**src/logic/slrc_pkg.sv**
```systemverilog
`default_nettype none
// Shared constants and carriers for the sleep and reset controller.
package slrc_pkg;

   // Sleep mode field encodings.
   localparam logic [2:0] MODE_IDLE  = 3'h0;
   localparam logic [2:0] MODE_PDOWN = 3'h2;
   localparam logic [2:0] MODE_PSAVE = 3'h3;
   localparam logic [2:0] MODE_STBY  = 3'h6;
   localparam logic [2:0] MODE_ESTBY = 3'h7;

   // Reset cause flag positions.
   localparam int RST_POR  = 0;
   localparam int RST_EXT  = 1;
   localparam int RST_BOD  = 2;
   localparam int RST_WDOG = 3;
   localparam int RST_DBG  = 4;
   localparam int RST_SW   = 5;
   localparam int RST_NSRC = 6;

   // Wake source positions.
   localparam int WK_TWI  = 0;
   localparam int WK_PORT = 1;
   localparam int WK_USB  = 2;
   localparam int WK_RTC  = 3;
   localparam int WK_NSRC = 4;

   // Halt time after wake, in core cycles.
   localparam int WAKE_HALT_CYC = 4;

   // System clock period and the rate of the internal default oscillator.
   localparam int CLK_PERIOD_PS = 5000;
   localparam int OSC2M_PERIOD_PS = 500000;
   localparam int OSC2M_DIV = OSC2M_PERIOD_PS / CLK_PERIOD_PS;

   // Software reset must be issued within this many core cycles.
   localparam int SWRST_MAX_CYC = 2;

   // Reset values.
   localparam logic [1:0] RST_VEC_DEFAULT = 2'h0;

   // Clock gate bundle driven toward the clock tree.
   typedef struct packed {
      logic cpu;
      logic nvm;
      logic periph;
      logic rtc;
      logic osc;
   } slrc_gate_t;

endpackage
`default_nettype wire

```
**src/logic/slrc_sync.sv**
```systemverilog
`default_nettype none
// Two-flop synchroniser for the reset request levels.
module slrc_sync #(
   parameter int WIDTH = 6
) (
   input  wire logic             i_clk_sys,
   input  wire logic [WIDTH-1:0] i_async,
   output logic      [WIDTH-1:0] o_sync
);

   logic [WIDTH-1:0] stage1; // Read only by stage2.
   logic [WIDTH-1:0] stage2; // Stable copy.

   // Plain two-stage capture; the first stage feeds nothing else.
   always_ff @(posedge i_clk_sys) begin
      stage1 <= i_async;
      stage2 <= stage1;
   end

   assign o_sync = stage2;

endmodule
`default_nettype wire

```
**src/logic/slrc_stage_timer.sv**
```systemverilog
`default_nettype none
// Down counter used for each stage of the release sequence.
module slrc_stage_timer #(
   parameter int WIDTH = 16
) (
   input  wire logic             i_clk_sys,
   input  wire logic             i_clear,
   input  wire logic             i_load,
   input  wire logic [WIDTH-1:0] i_count,
   output logic                  o_done
);

   logic [WIDTH-1:0] count;      // Remaining cycles.
   logic [WIDTH-1:0] next_count; // Next remaining cycles.

   // Clear takes priority, then load, then count toward zero.
   always_comb begin
      next_count = count;
      if (i_clear) begin
         next_count = '0;
      end else if (i_load) begin
         next_count = i_count;
      end else if (count != '0) begin
         next_count = count - WIDTH'(1);
      end
   end

   // Registers only.
   always_ff @(posedge i_clk_sys) begin
      count <= next_count;
   end

   // Plain zero test: gating it with the load would loop back through
   // the sequencer, whose load depends on this flag.
   assign o_done = (count == '0);

endmodule
`default_nettype wire

```
**src/logic/slrc_top.sv**
```systemverilog
`default_nettype none
// Overview of operation
// - Sleep only from active on instruction.
// - Wake lets pending interrupts run first.
// - Core halted four cycles after wake.
// - State kept in sleep; reset fully resets.
// - Idle stops core and memory after programming.
// - Power-down: all clocks stop, async wakes.
// - Power-save adds running counter wake sources.
// - Standby keeps oscillators, gates other clocks.
// - Extended standby keeps oscillators and counter.
// - Peripheral clock gate freezes that peripheral.
// - Any source resets at once, tri-states pins.
// - Reset loads vector and initial register values.
// - Vector zero or boot section start.
// - Three release stages restart on new request.
// - Per-source cause flags, cleared by power-on.
// - Brownout forced on during erase or debug.
// - Reset held while external pin low.
// - Watchdog reset lasts one to two 2 MHz cycles.
// - Software reset within two core cycles.
// - Debug reset only from debug interface.
// - Reset assertion needs no running clock.
// - Default oscillator is internal 2 MHz source.
module slrc_top #(
   parameter int          NUM_PERIPH  = 8,
   parameter int          DELAY_CYC   = 64,
   parameter int          OSCUP_CYC   = 64,
   parameter int          CAL_CYC     = 64,
   parameter logic [15:0] BOOT_VECTOR = 16'h0100
) (
   input  wire logic                  i_clk_sys,
   input  wire logic                  i_rst,
   // Reset sources; the pin input is active low.
   input  wire logic                  i_por,
   input  wire logic                  i_ext_reset_n,
   input  wire logic                  i_brownout_detector_trip,
   input  wire logic                  i_watchdog_timer_timeout,
   input  wire logic                  i_program_debug_interface_rst,
   input  wire logic                  i_sw_reset_write,
   // Brownout control.
   input  wire logic                  i_brownout_detector_sw_en,
   input  wire logic                  i_chip_erase,
   input  wire logic                  i_program_debug_interface_en,
   // Sleep control.
   input  wire logic [2:0]            i_sleep_mode,
   input  wire logic                  i_sleep_enable,
   input  wire logic                  i_sleep_instr,
   input  wire logic                  i_nvm_busy,
   input  wire logic                  i_irq_any,
   input  wire logic [3:0]            i_wake_irq,
   input  wire logic                  i_rtc_enable,
   input  wire logic                  i_boot_vector_sel,
   input  wire logic [NUM_PERIPH-1:0] i_periph_off,
   // Outputs.
   output logic                       o_core_rst,
   output logic                       o_pins_tristate,
   output logic                       o_cpu_run,
   output logic                       o_asleep,
   output logic                       o_wake_irq_take,
   output logic [15:0]                o_reset_vector,
   output logic                       o_osc2m_enable,
   output logic                       o_osc_calibrate,
   output logic                       o_brownout_detector_on,
   output logic                       o_brownout_force_low,
   output logic [5:0]                 o_reset_cause,
   output slrc_pkg::slrc_gate_t       o_gate_off,
   output logic [NUM_PERIPH-1:0]      o_periph_clk_en
);

   // Release sequence states.
   typedef enum logic [2:0] {
      SEQ_HOLD,
      SEQ_DELAY,
      SEQ_OSCUP,
      SEQ_CAL,
      SEQ_RUN
   } slrc_seq_t;

   // Core power states.
   typedef enum logic [1:0] {
      PWR_ACTIVE,
      PWR_WAIT_NVM,
      PWR_SLEEP,
      PWR_WAKE
   } slrc_pwr_t;

   // Asynchronous reset request; assertion reaches the core with no clock.
   logic any_req;
   // Synchronised copies of the six request levels.
   logic [slrc_pkg::RST_NSRC-1:0] req_raw;
   logic [slrc_pkg::RST_NSRC-1:0] req_sync;
   logic [slrc_pkg::RST_NSRC-1:0] req_prev;
   // Software reset request delayed by one cycle.
   logic sw_req;
   logic next_sw_req;
   // Watchdog pulse shaping on the 2 MHz enable.
   logic [7:0] osc_div;
   logic [7:0] next_osc_div;
   logic       osc_tick;
   logic [1:0] wd_cnt;
   logic [1:0] next_wd_cnt;
   logic       wd_prev;
   logic       wd_req;

   // Sequence state.
   slrc_seq_t seq;
   slrc_seq_t next_seq;
   logic      tmr_load;
   logic [15:0] tmr_count;
   logic      tmr_done;

   // Power state and halt counter.
   slrc_pwr_t pwr;
   slrc_pwr_t next_pwr;
   logic [2:0] mode;
   logic [2:0] next_mode;
   logic [2:0] halt_cnt;
   logic [2:0] next_halt_cnt;
   logic       wake_ok;

   // Cause flags.
   logic [5:0] cause;
   logic [5:0] next_cause;

   // Registered outputs.
   logic [15:0] vector;
   logic [15:0] next_vector;

   // Wake filter per mode, used by the power state logic.
   function automatic logic wake_allowed(input logic [2:0] m,
                                         input logic       any,
                                         input logic [3:0] w,
                                         input logic       rtc_on);
      logic async_w;
      async_w = w[slrc_pkg::WK_TWI] | w[slrc_pkg::WK_PORT] |
                w[slrc_pkg::WK_USB];
      case (m)
         slrc_pkg::MODE_IDLE:  wake_allowed = any;
         slrc_pkg::MODE_PDOWN: wake_allowed = async_w;
         slrc_pkg::MODE_STBY:  wake_allowed = async_w;
         slrc_pkg::MODE_PSAVE,
         slrc_pkg::MODE_ESTBY: wake_allowed = async_w |
            (rtc_on & w[slrc_pkg::WK_RTC]);
         default:              wake_allowed = 1'b0;
      endcase
   endfunction

   // Watchdog request lasts one to two 2 MHz periods.
   assign wd_req = (wd_cnt != 2'h0);

   // Combine sources as plain gates so assertion needs no clock.
   assign any_req = i_por | ~i_ext_reset_n | i_brownout_detector_trip |
                    wd_req | i_program_debug_interface_rst |
                    sw_req;

   // Level copies per source; debug reset comes only from its own pin.
   assign req_raw = {sw_req, i_program_debug_interface_rst, wd_req,
                     i_brownout_detector_trip, ~i_ext_reset_n, i_por};

   slrc_sync #(
      .WIDTH (slrc_pkg::RST_NSRC)
   ) u_sync (
      .i_clk_sys (i_clk_sys),
      .i_async   (req_raw),
      .o_sync    (req_sync)
   );

   // Divider that gives one-cycle ticks at the 2 MHz rate, plus the
   // watchdog pulse stretcher and the software reset delay.
   always_comb begin
      next_osc_div = osc_div;
      osc_tick     = (osc_div == 8'(slrc_pkg::OSC2M_DIV - 1));
      next_osc_div = osc_tick ? 8'h00 : osc_div + 8'h01;
      next_wd_cnt  = wd_cnt;
      if (i_watchdog_timer_timeout && !wd_prev) begin
         next_wd_cnt = 2'h2;
      end else if (osc_tick && wd_cnt != 2'h0) begin
         next_wd_cnt = wd_cnt - 2'h1;
      end
      // Register the write, so the request follows it one cycle later.
      next_sw_req = i_sw_reset_write;
   end

   // Registers for the divider group.
   always_ff @(posedge i_clk_sys) begin
      if (i_rst) begin
         osc_div <= 8'h00;
         wd_cnt  <= 2'h0;
         wd_prev <= 1'b0;
         sw_req  <= 1'b0;
      end else begin
         osc_div <= next_osc_div;
         wd_cnt  <= next_wd_cnt;
         wd_prev <= i_watchdog_timer_timeout;
         sw_req  <= next_sw_req;
      end
   end

   // Release sequence: delay, oscillator start, calibration.
   always_comb begin
      next_seq  = seq;
      tmr_load  = 1'b0;
      tmr_count = 16'h0000;
      case (seq)
         SEQ_HOLD: begin
            if (!any_req) begin
               next_seq  = SEQ_DELAY;
               tmr_load  = 1'b1;
               tmr_count = 16'(DELAY_CYC);
            end
         end
         SEQ_DELAY: begin
            if (tmr_done) begin
               next_seq  = SEQ_OSCUP;
               tmr_load  = 1'b1;
               tmr_count = 16'(OSCUP_CYC);
            end
         end
         SEQ_OSCUP: begin
            if (tmr_done) begin
               next_seq  = SEQ_CAL;
               tmr_load  = 1'b1;
               tmr_count = 16'(CAL_CYC);
            end
         end
         SEQ_CAL: begin
            if (tmr_done) begin
               next_seq = SEQ_RUN;
            end
         end
         SEQ_RUN:  next_seq = SEQ_RUN;
         default:  next_seq = SEQ_HOLD;
      endcase
      if (any_req) begin
         next_seq = SEQ_HOLD;
      end
   end

   slrc_stage_timer #(
      .WIDTH (16)
   ) u_timer (
      .i_clk_sys (i_clk_sys),
      .i_clear   (any_req),
      .i_load    (tmr_load),
      .i_count   (tmr_count),
      .o_done    (tmr_done)
   );

   // Sequence register.
   always_ff @(posedge i_clk_sys) begin
      if (i_rst) begin
         seq <= SEQ_HOLD;
      end else begin
         seq <= next_seq;
      end
   end

   // Sleep entry, wake and post-wake halt.
   always_comb begin
      next_pwr      = pwr;
      next_mode     = mode;
      next_halt_cnt = halt_cnt;
      wake_ok       = wake_allowed(mode, i_irq_any, i_wake_irq,
                                   i_rtc_enable);
      case (pwr)
         PWR_ACTIVE: begin
            if (i_sleep_instr && i_sleep_enable) begin
               next_mode = i_sleep_mode;
               next_pwr  = PWR_WAIT_NVM;
            end
         end
         PWR_WAIT_NVM: begin
            if (!i_nvm_busy) begin
               next_pwr = PWR_SLEEP;
            end
         end
         PWR_SLEEP: begin
            if (wake_ok) begin
               next_pwr      = PWR_WAKE;
               next_halt_cnt = 3'(slrc_pkg::WAKE_HALT_CYC);
            end
         end
         PWR_WAKE: begin
            next_halt_cnt = halt_cnt - 3'h1;
            if (halt_cnt == 3'h1) begin
               next_pwr = PWR_ACTIVE;
            end
         end
         default: next_pwr = PWR_ACTIVE;
      endcase
   end

   // Power state registers; a reset during sleep returns to active.
   always_ff @(posedge i_clk_sys) begin
      if (i_rst || any_req) begin
         pwr      <= PWR_ACTIVE;
         mode     <= slrc_pkg::MODE_IDLE;
         halt_cnt <= 3'h0;
      end else begin
         pwr      <= next_pwr;
         mode     <= next_mode;
         halt_cnt <= next_halt_cnt;
      end
   end

   // Cause flags: rising edge of each synchronised request sets its flag.
   always_comb begin
      next_cause = cause | (req_sync & ~req_prev);
      if (req_sync[slrc_pkg::RST_POR]) begin
         // Power-on clears older flags; a source rising now still sets.
         next_cause = 6'h01 | (req_sync & ~req_prev);
      end
      next_vector = i_boot_vector_sel ? BOOT_VECTOR :
                    16'(slrc_pkg::RST_VEC_DEFAULT);
   end

   // Cause and vector registers.
   always_ff @(posedge i_clk_sys) begin
      if (i_rst) begin
         cause    <= 6'h00;
         req_prev <= '0;
         vector   <= 16'h0000;
      end else begin
         cause    <= next_cause;
         req_prev <= req_sync;
         if (seq != SEQ_RUN) begin
            vector <= next_vector;
         end
      end
   end

   // Core reset and pin tristate follow the request without a clock.
   assign o_core_rst      = any_req | (seq != SEQ_RUN);
   assign o_pins_tristate = any_req | (seq != SEQ_RUN);
   assign o_reset_vector  = vector;
   assign o_reset_cause   = cause;
   assign o_osc2m_enable  = (seq == SEQ_OSCUP) | (seq == SEQ_CAL) |
                            (seq == SEQ_RUN);
   assign o_osc_calibrate = (seq == SEQ_CAL);
   assign o_asleep        = (pwr == PWR_SLEEP);
   assign o_cpu_run       = (seq == SEQ_RUN) && (pwr == PWR_ACTIVE);
   // Wake hands the interrupt to the controller, which orders it by
   // priority; the core resumes after the sleep instruction.
   assign o_wake_irq_take = (pwr == PWR_WAKE) && (halt_cnt == 3'h1);

   // Brownout detector forced on at its lowest threshold.
   assign o_brownout_detector_on = i_brownout_detector_sw_en |
                                   i_chip_erase |
                                   i_program_debug_interface_en;
   assign o_brownout_force_low   = !i_brownout_detector_sw_en &&
                                   (i_chip_erase ||
                                    i_program_debug_interface_en);

   // Clock gating per sleep mode.
   always_comb begin
      o_gate_off = '0;
      if (pwr == PWR_SLEEP) begin
         o_gate_off.cpu    = 1'b1;
         o_gate_off.nvm    = 1'b1;
         o_gate_off.periph = (mode != slrc_pkg::MODE_IDLE);
         o_gate_off.rtc    = (mode == slrc_pkg::MODE_PDOWN) |
                             (mode == slrc_pkg::MODE_STBY) |
                             !i_rtc_enable;
         o_gate_off.osc    = (mode == slrc_pkg::MODE_PDOWN) |
                             (mode == slrc_pkg::MODE_PSAVE);
      end
   end

   // Peripheral gates apply in active and idle; deep modes stop all.
   assign o_periph_clk_en = o_gate_off.periph ? '0 : ~i_periph_off;

endmodule
`default_nettype wire

```
**config.mk**
```make
export PLATFORM = sky130hd
export DESIGN_NAME = slrc_top
export DESIGN_NICKNAME = d
export VERILOG_FILES = /design/src/logic/slrc_pkg.sv /design/src/logic/slrc_sync.sv /design/src/logic/slrc_stage_timer.sv /design/src/logic/slrc_top.sv
export SDC_FILE = /design/constraint.sdc
export NUM_CORES = 1
export LEC_CHECK = 0
export BUFFER_PORTS_ARGS = -buffer_cell sky130_fd_sc_hd__buf_2
export CORE_MARGIN = 2
export CORE_UTILIZATION = 52
export CTS_CLUSTER_DIAMETER = 100
export DETAILED_ROUTE_END_ITERATION = 16
export PLACE_DENSITY = 0.82
export SLEW_MARGIN = 40
export SYNTH_ARGS = -nofsm -noshare
export SYNTH_HDL_FRONTEND = slang
export SYNTH_SLANG_ARGS = --single-unit
```
**constraint.sdc**
```tcl
create_clock -name i_clk_sys -period 2.6 [get_ports i_clk_sys]
set_input_delay 0.26 -clock i_clk_sys [delete_from_list [all_inputs] [get_ports i_clk_sys]]
set_output_delay 0.26 -clock i_clk_sys [all_outputs]
set_load 0.01 [all_outputs]
```
---- Word level (Yosys, flattened, before mapping) ----
Cells that the tools add are included.
storage, ports and cells
  logic and storage cells ................. 118
  flip-flop bits (word level) ............. 79
  input port bits ......................... 32
operators by class
  bitwise gates (word level) .............. 22
  mux-type cells .......................... 25
  equal/unequal tests ..................... 21
  add/subtract/negate cells ............... 4
  reduce and logical (&&, ||, !) cells .... 31
operators with widths
  operator                                             number
  two-way mux 16 bit                                   2
  logical NOT 16 bit                                   1
  bitwise OR 1 bit                                     16
  nonzero test 16 bit                                  1
  subtractor 16 x 1 -> 16 bit, second input constant   1
  case mux 3 bit (5 select lines)                      1
  case mux 7 bit (2 select lines)                      1
  equality test 3 x 2 -> 1 bit, second input constant  4
  two-way mux 2 bit                                    6
  two-way mux 3 bit                                    4
  OR reduction 2 bit                                   6
  inequality test 2 bit, second input constant         5
  equality test 3 bit, second input constant           3
  two-way mux 9 bit                                    1
  adder 8 x 1 -> 8 bit, second input constant          1
  equality test 8 x 7 -> 1 bit, second input constant  1
  two-way mux 8 bit                                    1
  inverter 8 bit                                       1
  case mux 2 bit (4 select lines)                      1
  nonzero test 2 bit                                   4
  two-way mux 7 bit                                    1
  AND 6 bit                                            1
  equality test 3 x 1 -> 1 bit, second input constant  2
  logical AND 1 bit                                    6
  24 further kinds                                     32

---- Depth between registers and ports, before layout ----
Gate-level depths: netlist of the first run.
  word-level depth ........................ 9
  gate-level depth with buffers ........... 8

---- By module ----
From an unflattened synthesis of the first run, not the netlist that was laid out.
second synthesis, totals
  cell total of the unflattened synthesis .. 336
  area, all modules ....................... 2994.1 um2
modules (own cells, without submodules)
  module            instances  area an instance (um2)  cells each  sequential area each (um2)
  slrc_top          1          1789.2                  208         700.7
  slrc_stage_timer  1          964.7                   116         320.3
  slrc_sync         1          240.2                   12          240.2

---- Worst setup path before layout of the first run ----
Ideal clock, no wire load.
  kind .................................... flip-flop to flip-flop
  start point ............................. reg u_timer.count[0]
  end point ............................... reg u_timer.count[10]
  data arrival time ....................... 1.929 ns
  path slack .............................. 0.554 ns
  library setup time ...................... 0.117 ns
  stages on the path, launching flop included .. 8
  required time ........................... 2.483 ns
  period minus slack after synthesis ...... 2.046 ns
  cell sequence ........................... dfxtp_1 inv_1 ha_1 or4b_1 or4_4 and3b_1 xnor2_1 nor2_1
on the way
  cells in the longest elaborated chain, start to end .. 4
  elaborated cells on any way between the ends .. 8
  those cells by class .................... add/sub (1); mux (4); reduce/logical (3)
ends and longest elaborated chain
  item                                                                                 RTL line                RTL
  start, declared                                                                      slrc_stage_timer.sv:13  logic [WIDTH-1:0] count;
  start signal, assigned                                                               slrc_stage_timer.sv:30  count <= next_count;
  parallel branches: the longest is 4 deep, another holds subtractor 16 x 1 -> 16 bit  n/a
Parallel ways; which one is timed is not known. The select of a mux whose other input is x is not followed.
A chain may end at the register's enable or synchronous reset.

---- Worst setup path in the final report of the first run ----
Same ends and word-level chain as after synthesis.

==> results of run 1 <==
[cells in the mapped netlist (5+ instances only)]
master | number | area share (%)
xor2_1 | 9 | 2.8
mux2i_1 | 6 | 2.1
xnor2_1 | 10 | 3.1
ha_1 | 10 | 4.4
nand2_1 | 13 | 1.7
a21oi_1 | 11 | 2.0
nand2b_1 | 14 | 3.1
nor2_1 | 49 | 6.5
buf_4 | 18 | 4.8
dfxtp_1 | 63 | 45
nor2b_1 | 9 | 2.0
nand3_1 | 11 | 2.0
clkbuf_1 | 6 | 0.80
nor3_1 | 7 | 1.2
or2_2 | 5 | 1.1
inv_1 | 13 | 1.7
[metal layers]
layer | share of wire, % | track usage [%] | vias up
met5 | 0 | 0 | -
met4 | 3.1 | 13.21 | 0
met3 | 5.8 | 4.884 | 14
met2 | 49 | 32.76 | 82
met1 | 42 | 19.84 | 1010
li1 | - | - | 1126
[critical path, delay by kind of cell, from the launching register on]
kind	cells	cell delay, ns
xor gates and xnor gates	1	0.13
and+or+nand+nor	4	1.33
adders and majority gates	1	0.16
DFF	1	0.32
buffers and inverters	1	0.11
[metrics by stage]
step	worst slack (ns)	hold WS [ns]	instances	util, %	instance area [um^2]
global route	0.3403	0.01805	445	64.25	3323
finish	0.4440	0.02917	445	64.25	3323
floorplan	0.5541	0.2877	323	-	2870
global placement	0.5046	0.3102	429	59.85	3095
CTS	0.4344	0.01925	445	64.25	3323
detailed placement	0.4347	0.3121	429	59.85	3095
[registers in the layout, summed over array words and instances (netlist names), 2 cells and up]
signal,count
halt_cnt,3
mode,3
o_reset_cause,6
osc_div,8
pwr,2
req_prev,5
seq,3
u_sync.o_sync,6
u_sync.stage1,6
u_timer.count,16
wd_cnt,2
[cells by family after synthesis]
| group | Yosys count |
|---|---|
| multiplexers | 6 |
| other | 1 |
| AO/OA/AOI/OAI | 30 |
| AND/OR/NAND/NOR | 140 |
| adder cells (fa/ha/maj) | 10 |
| buffers and inverters | 40 |
| XOR/XNOR | 19 |
| flip-flops | 63 |
[how the worst max path moves through the flow]
stage	cells after the start	endpoint	slack (ns)	from
3_5_place_dp	7	u_timer.count[10]$_SDFFE_PP0P_	0.43	u_timer.count[0]$_SDFFE_PP0P_
2_1_floorplan	7	u_timer.count[10]$_SDFFE_PP0P_	0.55	u_timer.count[0]$_SDFFE_PP0P_
6_report	7	u_timer.count[10]$_SDFFE_PP0P_	0.44	u_timer.count[0]$_SDFFE_PP0P_
4_1_cts	7	u_timer.count[10]$_SDFFE_PP0P_	0.43	u_timer.count[0]$_SDFFE_PP0P_
3_3_place_gp	7	u_timer.count[10]$_SDFFE_PP0P_	0.50	u_timer.count[0]$_SDFFE_PP0P_
5_1_grt	7	u_timer.count[10]$_SDFFE_PP0P_	0.34	u_timer.count[0]$_SDFFE_PP0P_
[power breakdown]
group	internal (uW)	total, uW	switching (uW)
combinational	57.2	120	62.6
clock	553	971	418
sequential	993	1010	14.1
[layout make-up]
class | count | area (um^2) | share of cell area [%]
Multi-Input combinational cell | 220 | 1375 | 41.38
Inverter | 13 | 48.80 | 1.468
Clock inverter | 7 | 103.9 | 3.125
Sequential cell | 63 | 1261 | 37.95
Clock buffer | 9 | 123.9 | 3.727
Timing Repair Buffer | 63 | 322.8 | 9.714
Tap cell | 70 | 87.58 | 2.636
==> impl_results.md, run 1 <==
- Final Setup Violations: 0
- Asr flop ratio synth: 0%
- Clock H-tree levels: 3
- CTS Sinks: 63
- Max transition margin: 64.00%
- Simple-Gate Fraction of Synth Area: 27.40%
- CTS clock-pin slew for the worst setup and hold paths: 0.07 ns
- Largest net degree at the start of global routing: 21
- Syn Inst Count: 309
- Clock Latency Late Sink: 0.35 ns
- Crit-path max FO: 4
- Overall Global Routing Usage: 18.91%
- Hold WC Path Type: input pin to flip-flop
- Hold endpoint: u_sync.stage1[2]$_DFF_P_
- Initial antenna violation count: 0
- Unrepaired setup endpoints after global routing: false
- Final setup TNS: 0 ns
- CTS resizes: 0
- Yosys cell types: 50
- Tmin final: 2.156 ns
- CTS Buf Count: 9
- Multiplexer area fraction after synthesis: 2.131%
- Final slew viol count: 0
- R2R cell count: 7
- Row Count: 26
- Routability cong.: 0.8411
- Maximum vdd drop: 0.3287 mV
- Syn Area/Cell: 9.119 um^2
- Root buf cell: clkbuf_8
- R2R setup slack: 0.44 ns
- Max Buffers Root-to-Sink: 2
- Fmax: 0.4638 GHz
- Routed WL: 5355 um
- Ys Warns: 0
- 1st-pass router iterations: 4
- CP startpoint kind: flip-flop
- P_leak: 0.001457 uW
- Post-synth EDFFs: 0
- Post-DP HPWL: 3995 um
- CP peak stage delay: 0.56 ns
- Worst Setup End Kind: flip-flop
- Ant. Diodes: 0
- Hold path start: i_brownout_detector_trip
- FF-to-FF End: u_timer.count[10]$_SDFFE_PP0P_
- Top FF cell, synth: dfxtp_1
- Cts hold-fix bufs: 0
- Commonest non-fill, non-tap cell in the layout: dfxtp_1
- Buffers on Ports: 60
- NumNets Final: 412
- CTS tree: yes
- First-pass GRT wire length: 8797 um
- Compound-Gate Fraction of Synth Area: 6.927%
- Largest family of logic cells by synthesized area: simple AND/OR/NAND/NOR gates
- Crit path arrival time: 2.38 ns
- Synth Area in XOR/XNOR: 5.906%
- Number of global-route vias before repair: 2117
- Synth Cell Area: 2818 um^2
- Sequential element share of the synthesized area: 44.76%
- Commonest cells after routing, fill and taps aside: dfxtp_1 (63), buf_2 (60), nor2_1 (49)
- Residual DRC: 0
- Max Cap Violations: 0
- Final Cycle Share: 82.92%
- Skew final: 0.01011 ns
- Overall power: 2098 uW
- Fillers: 420
- # IOs: 76
- Crit path max-delay cell type: or4_4
- Post-route ant nets: 0
- Layout cells sized above 1: 24.53%
- RR Startpoint: u_timer.count[0]$_SDFFE_PP0P_
- Initial DRC Count: 108
- WL per Instance: 12.03 um
- Starting Density: 54.48%
- Worst slew pin tran: 0.5351 ns
- Hold Vio Cnt, Final: 0
- CP Class: flip-flop to flip-flop
- Core area: 5172 um^2
- Via count: 2232
- Vias per cell: 5.016
- Area Growth Syn to Fin: 17.94%
- Die area: 6023 um^2
- CP Cell Sequence: inv_1, ha_1, or4b_1, or4_4, and3b_1, xnor2_1, nor2_1
- Cell area power density: 631.4 nW/um^2
- DIE WIDTH: 77.61 um
- Hold path depth: 1
- Synthesis-stage register bit count: 63
- Total grt overflow: 0
- Post-CTS setup buffer count: 0
- Die H: 77.61 um
- Post-synthesis adder-cell area fraction: 4.440%
- Status: finished clean
- Worst EP required: 2.82 ns
(Power assumes the default switching activity.)
==> inputs of run 2 (changes only) <==
==> constraint.sdc (replaced) <==
create_clock -name i_clk_sys -period 2.3 [get_ports i_clk_sys]
set_input_delay 0.23 -clock i_clk_sys [delete_from_list [all_inputs] [get_ports i_clk_sys]]
set_output_delay 0.23 -clock i_clk_sys [all_outputs]
set_load 0.01 [all_outputs]
==> run 2 against run 1 <==
Sequential share of layout area is essentially flat. Maximum frequency increased by 0.58%. Clock power shrank 12%. Non-clock buffer count increased by 5. Die area unchanged. Total power rose by 1.7%. Critical endpoint unchanged. Sequential power up 13%.
==> impl_results.md, run 2 (synthesized netlist as in run 1, its figures left out) <==
- CTS resizes: 0
- CP Class: flip-flop to flip-flop
- Unrepaired setup endpoints after global routing: false
- Overall power: 2133 uW
- Final Setup Violations: 0
- Buffers on Ports: 60
- Largest net degree at the start of global routing: 21
- Vias per cell: 4.989
- WL per Instance: 11.48 um
- First-pass GRT wire length: 8369 um
- Worst Setup SP: u_timer.count[0]$_SDFFE_PP0P_
- Root buf cell: clkbuf_8
- CP startpoint kind: flip-flop
- Commonest cells after routing, fill and taps aside: dfxtp_1 (63), buf_2 (60), nor2_1 (49)
- Clock H-tree levels: 3
- NumNets Final: 417
- DIE WIDTH: 77.61 um
- Finished Core Util: 64.20%
- Hold path start: i_program_debug_interface_rst
- Starting Density: 54.48%
- Row Count: 26
- Pre-CTS WS: 0.1523 ns
- Final setup TNS: 0 ns
- Die area: 6023 um^2
- Core area: 5172 um^2
- Worst Setup End Kind: flip-flop
- CTS clock-pin slew for the worst setup and hold paths: 0.07 ns
- Number of global-route vias before repair: 1985
- Tmin final: 2.144 ns
- CTS Buf Count: 9
- Total grt overflow: 0
- CTS Sinks: 63
- Status: finished clean
- Post-route ant nets: 0
- Overall Global Routing Usage: 17.68%
- CTS tree: yes
- P_leak: 0.001448 uW
- Clock Latency Late Sink: 0.34 ns
- Post-layout worst setup margin: 0.1564 ns
- Final slew viol count: 0
- Residual DRC: 0
- Via count: 2245
- Worst slew pin tran: 0.5098 ns
- Die H: 77.61 um
- Initial antenna violation count: 0
- Initial DRC Count: 71
- Routability cong.: 0.8385
- RR Startpoint: u_timer.count[0]$_SDFFE_PP0P_
- Area Growth Syn to Fin: 17.85%
- Cell area power density: 642.4 nW/um^2
- Final Cycle Share: 93.20%
- Crit-path max FO: 4
- Max Buffers Root-to-Sink: 2
- Crit path arrival time: 2.38 ns
- Max Cap Violations: 0
- Maximum vdd drop: 0.3164 mV
- Layout cells sized above 1: 25.00%
- Fmax: 0.4665 GHz
- Hold Vio Cnt, Final: 0
- Commonest non-fill, non-tap cell in the layout: dfxtp_1
- Skew final: 0.007724 ns
- Cts hold-fix bufs: 2
- Largest Register: u_timer.count
- Post-DP HPWL: 3857 um
- Ant. Diodes: 0
- Routed WL: 5164 um
- Worst EP required: 2.53 ns
- Post-CTS setup buffer count: 0
- Hold WC Path Type: input pin to flip-flop
- Max FFs per register: 16
- # IOs: 76
- Max transition margin: 65.70%
- 1st-pass router iterations: 4
- Top Registers: u_timer.count: 16 flops, osc_div: 8 flops
run 2: changes by cell type in the layout (fill, tap and decap cells not counted), sizes merged:
cell,before,now
clkinvlp,0,3
dlygate4sd3,0,2
clkbuf,9,10
inv,16,14
buf,63,66
bufinv,2,0
run 2: per-layer routing:
layer,vias to the layer above,wire (um),global-route usage [%]
met5,-,0,0
li1,1137,-,-
met3,12,326,5.814
met1,1021,2311,20.42
met4,0,108,10.00
met2,75,2418,28.62
run 2: critical path, stage by stage (launching register included):
cell and delay, ns:
dfxtp_1 0.32, inv_1 0.11, ha_1 0.16, or4b_1 0.51, or4_4 0.56, and3b_1 0.19
xnor2_1 0.14, nor2_1 0.06
run 2: metrics by stage:
stage | instances | cell area [um^2] | hold slack (ns)
detailed placement | 432 | 3118 | 0.3121
finish | 450 | 3321 | 0.02761
global route | 450 | 3321 | 0.007576
global placement | 432 | 3118 | 0.3101
CTS | 450 | 3321 | 0.01368
floorplan | 323 | 2870 | 0.2577
run 2: cell type report:
type	count	area, um^2
Multi-Input combinational cell	220	1375
Tap cell	70	87.58
Timing Repair Buffer	68	365.4
Sequential cell	63	1261
Clock buffer	10	137.6
Inverter	13	48.80
Clock inverter	6	45.04
Fill cell	452	1852
run 2: power by group:
group | internal [uW] | total [uW] | switching, uW
registers | 1120 | 1140 | 15.4
logic | 67.3 | 137 | 69.8
clock network | 422 | 857 | 435
total | 1610 | 2130 | 520
run 2: final timing paths:
path	slack [ns]	endpoint	cells past startpoint
setup reg to reg	0.16	u_timer.count[10]$_SDFFE_PP0P_	7
setup / recovery	0.16	u_timer.count[10]$_SDFFE_PP0P_	7
hold reg to reg	0.33	u_sync.o_sync[0]$_DFF_P_	0
hold / removal	0.03	u_sync.stage1[4]$_DFF_P_	1
==> inputs of run 3 (changes only) <==
--- a/config.mk
+++ b/config.mk
@@ -11,6 +11,7 @@
 export CTS_CLUSTER_DIAMETER = 100
 export DETAILED_ROUTE_END_ITERATION = 16
 export PLACE_DENSITY = 0.82
+export SETUP_SLACK_MARGIN = 0.5
 export SLEW_MARGIN = 40
 export SYNTH_ARGS = -nofsm -noshare
 export SYNTH_HDL_FRONTEND = slang
==> constraint.sdc (replaced) <==
create_clock -name i_clk_sys -period 2.3 [get_ports i_clk_sys]
set_input_delay 0 -clock i_clk_sys [delete_from_list [all_inputs] [get_ports i_clk_sys]]
set_output_delay 0 -clock i_clk_sys [all_outputs]
set_load 0.01 [all_outputs]
==> run 3 against run 2 <==
Maximum frequency grew 5.8%. Final cell count grew 4.7%. Clock-buffer cell count decreased by 1. Total power up 12%. Largest power group unchanged. Sequential power about the same.
==> impl_results.md, run 3 (synthesized netlist as in run 1, its figures left out) <==
- Residual DRC: 0
- First-pass GRT wire length: 9618 um
- Initial antenna violation count: 0
- CP peak stage delay: 0.49 ns
- CP Buf/Inv Count: 1
- Crit-path max FO: 3
- Max Cap Violations: 0
- Maximum vdd drop: 0.3262 mV
- Max FFs per register: 16
- Pre-CTS WS: 0.2866 ns
- 1st-pass router iterations: 4
- CP Cell Sequence: inv_2, ha_4, or4b_4, or4_4, and3b_1, xnor2_2, nor2_1
- Hold path start: i_rst
- Clock H-tree levels: 3
- Worst Setup End Kind: flip-flop
- Layout cells sized above 1: 35.66%
- Unrepaired setup endpoints after global routing: true
- Worst Setup SP: u_timer.count[0]$_SDFFE_PP0P_
- NumNets Final: 438
- Row Count: 26
- Worst EP required: 2.54 ns
- Max transition margin: 67.08%
- Commonest cells after routing, fill and taps aside: buf_2 (60), dfxtp_1 (53), nor2_1 (47)
- Buffers on Ports: 60
- Fillers: 378
- Routability cong.: 0.8235
- Max Buffers Root-to-Sink: 2
- Cell Area, Placed: 3095 um^2
- Crit path arrival time: 2.26 ns
- Overall power: 2387 uW
- # IOs: 76
- CP startpoint kind: flip-flop
- CTS Sinks: 63
- Fin area: 3722 um^2
- Initial DRC Count: 82
- Hold Vio Cnt, Final: 0
- WL per Instance: 13.02 um
- Status: finished clean
- Core area: 5172 um^2
- Routed WL: 6133 um
- Largest net degree at the start of global routing: 21
- Starting Density: 54.48%
- CTS Buf Count: 9
- Total grt overflow: 0
- Die area: 6023 um^2
- Placed insts: 428
- CTS tree: yes
- Final slew viol count: 0
- Fmax: 0.4934 GHz
- CP top delay family: simple AND/OR/NAND/NOR gates
- Crit path max-delay cell type: or4b_4
- CTS clock-pin slew for the worst setup and hold paths: 0.08 ns
- Clock Latency Late Sink: 0.35 ns
- Top Registers: u_timer.count: 16 flops, osc_div: 8 flops
- Die H: 77.61 um
- Vias per cell: 5.117
- Post-route ant nets: 0
- Skew final: 0.009261 ns
- Area Growth Syn to Fin: 32.10%
- Post-Layout Cell Count: 471
- Cell area power density: 641.2 nW/um^2
- CP Class: flip-flop to flip-flop
- Root buf cell: clkbuf_8
- Tmin final: 2.027 ns
- Overall Global Routing Usage: 20.09%
- RR Startpoint: u_timer.count[0]$_SDFFE_PP0P_
- Ant. Diodes: 0
- Number of global-route vias before repair: 2277
- Final Setup Violations: 0
- DIE WIDTH: 77.61 um
- Post-layout worst setup margin: 0.2732 ns
- Hold WC Path Type: input pin to flip-flop
- Final Cycle Share: 88.12%
- Via count: 2410
- P_leak: 0.001608 uW
- Commonest non-fill, non-tap cell in the layout: buf_2
- Worst slew pin tran: 0.4893 ns
- Largest Register: u_timer.count
- Final setup TNS: 0 ns
- Post-DP HPWL: 3726 um
[run 3: cell types whose count changed in the layout (fill, tap and decap cells not counted), sizes merged]
cell / previous run / this run
bufinv: 0 / 2
dlygate4sd3: 2 / 10
o31a: 1 / 2
a21o: 1 / 2
clkinvlp: 3 / 1
clkinv: 2 / 1
inv: 14 / 16
clkbuf: 10 / 9
buf: 66 / 77
[run 3: where the power goes]
| group | total, uW | internal (uW) | leakage (uW) | switching [uW] |
|---|---|---|---|---|
| clock network | 1080 | 622 | 0.000111 | 461 |
| registers | 1140 | 1120 | 0.000521 | 15.5 |
| logic | 165 | 86.1 | 0.000976 | 78.8 |
| total | 2390 | 1830 | 0.00161 | 555 |
[run 3: layout make-up]
class / count / area [um^2] / share of cell area (%)
clock buffer: 9 / 123.9 / 3.328
clock inverter: 7 / 102.6 / 2.756
inverter: 13 / 48.80 / 1.311
multi-input combinational: 222 / 1531 / 41.14
sequential: 63 / 1274 / 34.22
tap: 70 / 87.58 / 2.353
timing repair buffer: 87 / 554.3 / 14.89
[run 3: worst register-to-register path, stage by stage (launching register included)]
cell and delay [ns]:
dfxtp_2 0.33, inv_2 0.07, ha_4 0.13, or4b_4 0.49
or4_4 0.46, and3b_1 0.23, xnor2_2 0.15, nor2_1 0.06
[run 3: path summary, 6_finish.rpt]
path,end,slack (ns),depth (start not counted)
setup / recovery,u_timer.count[10]$_SDFFE_PP0P_,0.27,7
hold reg to reg,u_sync.o_sync[1]$_DFF_P_,0.33,0
setup reg to reg,u_timer.count[10]$_SDFFE_PP0P_,0.27,7
hold / removal,o_reset_vector[8]$_SDFFE_PP0N_,0.03,2
[run 3: timing repair]
item | 4_1_cts | 5_1_grt
buffers inserted | 9 | 6
endpoints found under the setup margin | 24 | 32
hold buffers | 10 | 0
cloned | 0 | 2
gates resized for setup | 21 | 27
hold endpoints to repair | 11 | 0
pin swaps | 9 | 8
[run 3: through the flow]
stage                     utilization [%]  hold WS, ns
after floorplan                         -      0.02772
after global placement              59.85       0.1177
after detailed placement            59.85       0.1185
after CTS                           68.70      0.03038
after global routing                71.96      0.04316
final                               71.96      0.03299
[run 3: routing by layer]
metal | wire length [um] | GRT usage (%) | part of all wire, % | vias up
met5 | 0 | 0 | 0 | -
met4 | 159 | 11.43 | 2.6 | 0
met3 | 360 | 6.628 | 5.9 | 15
met2 | 3042 | 33.28 | 50 | 98
met1 | 2570 | 22.57 | 42 | 1108
li1 | - | - | - | 1189
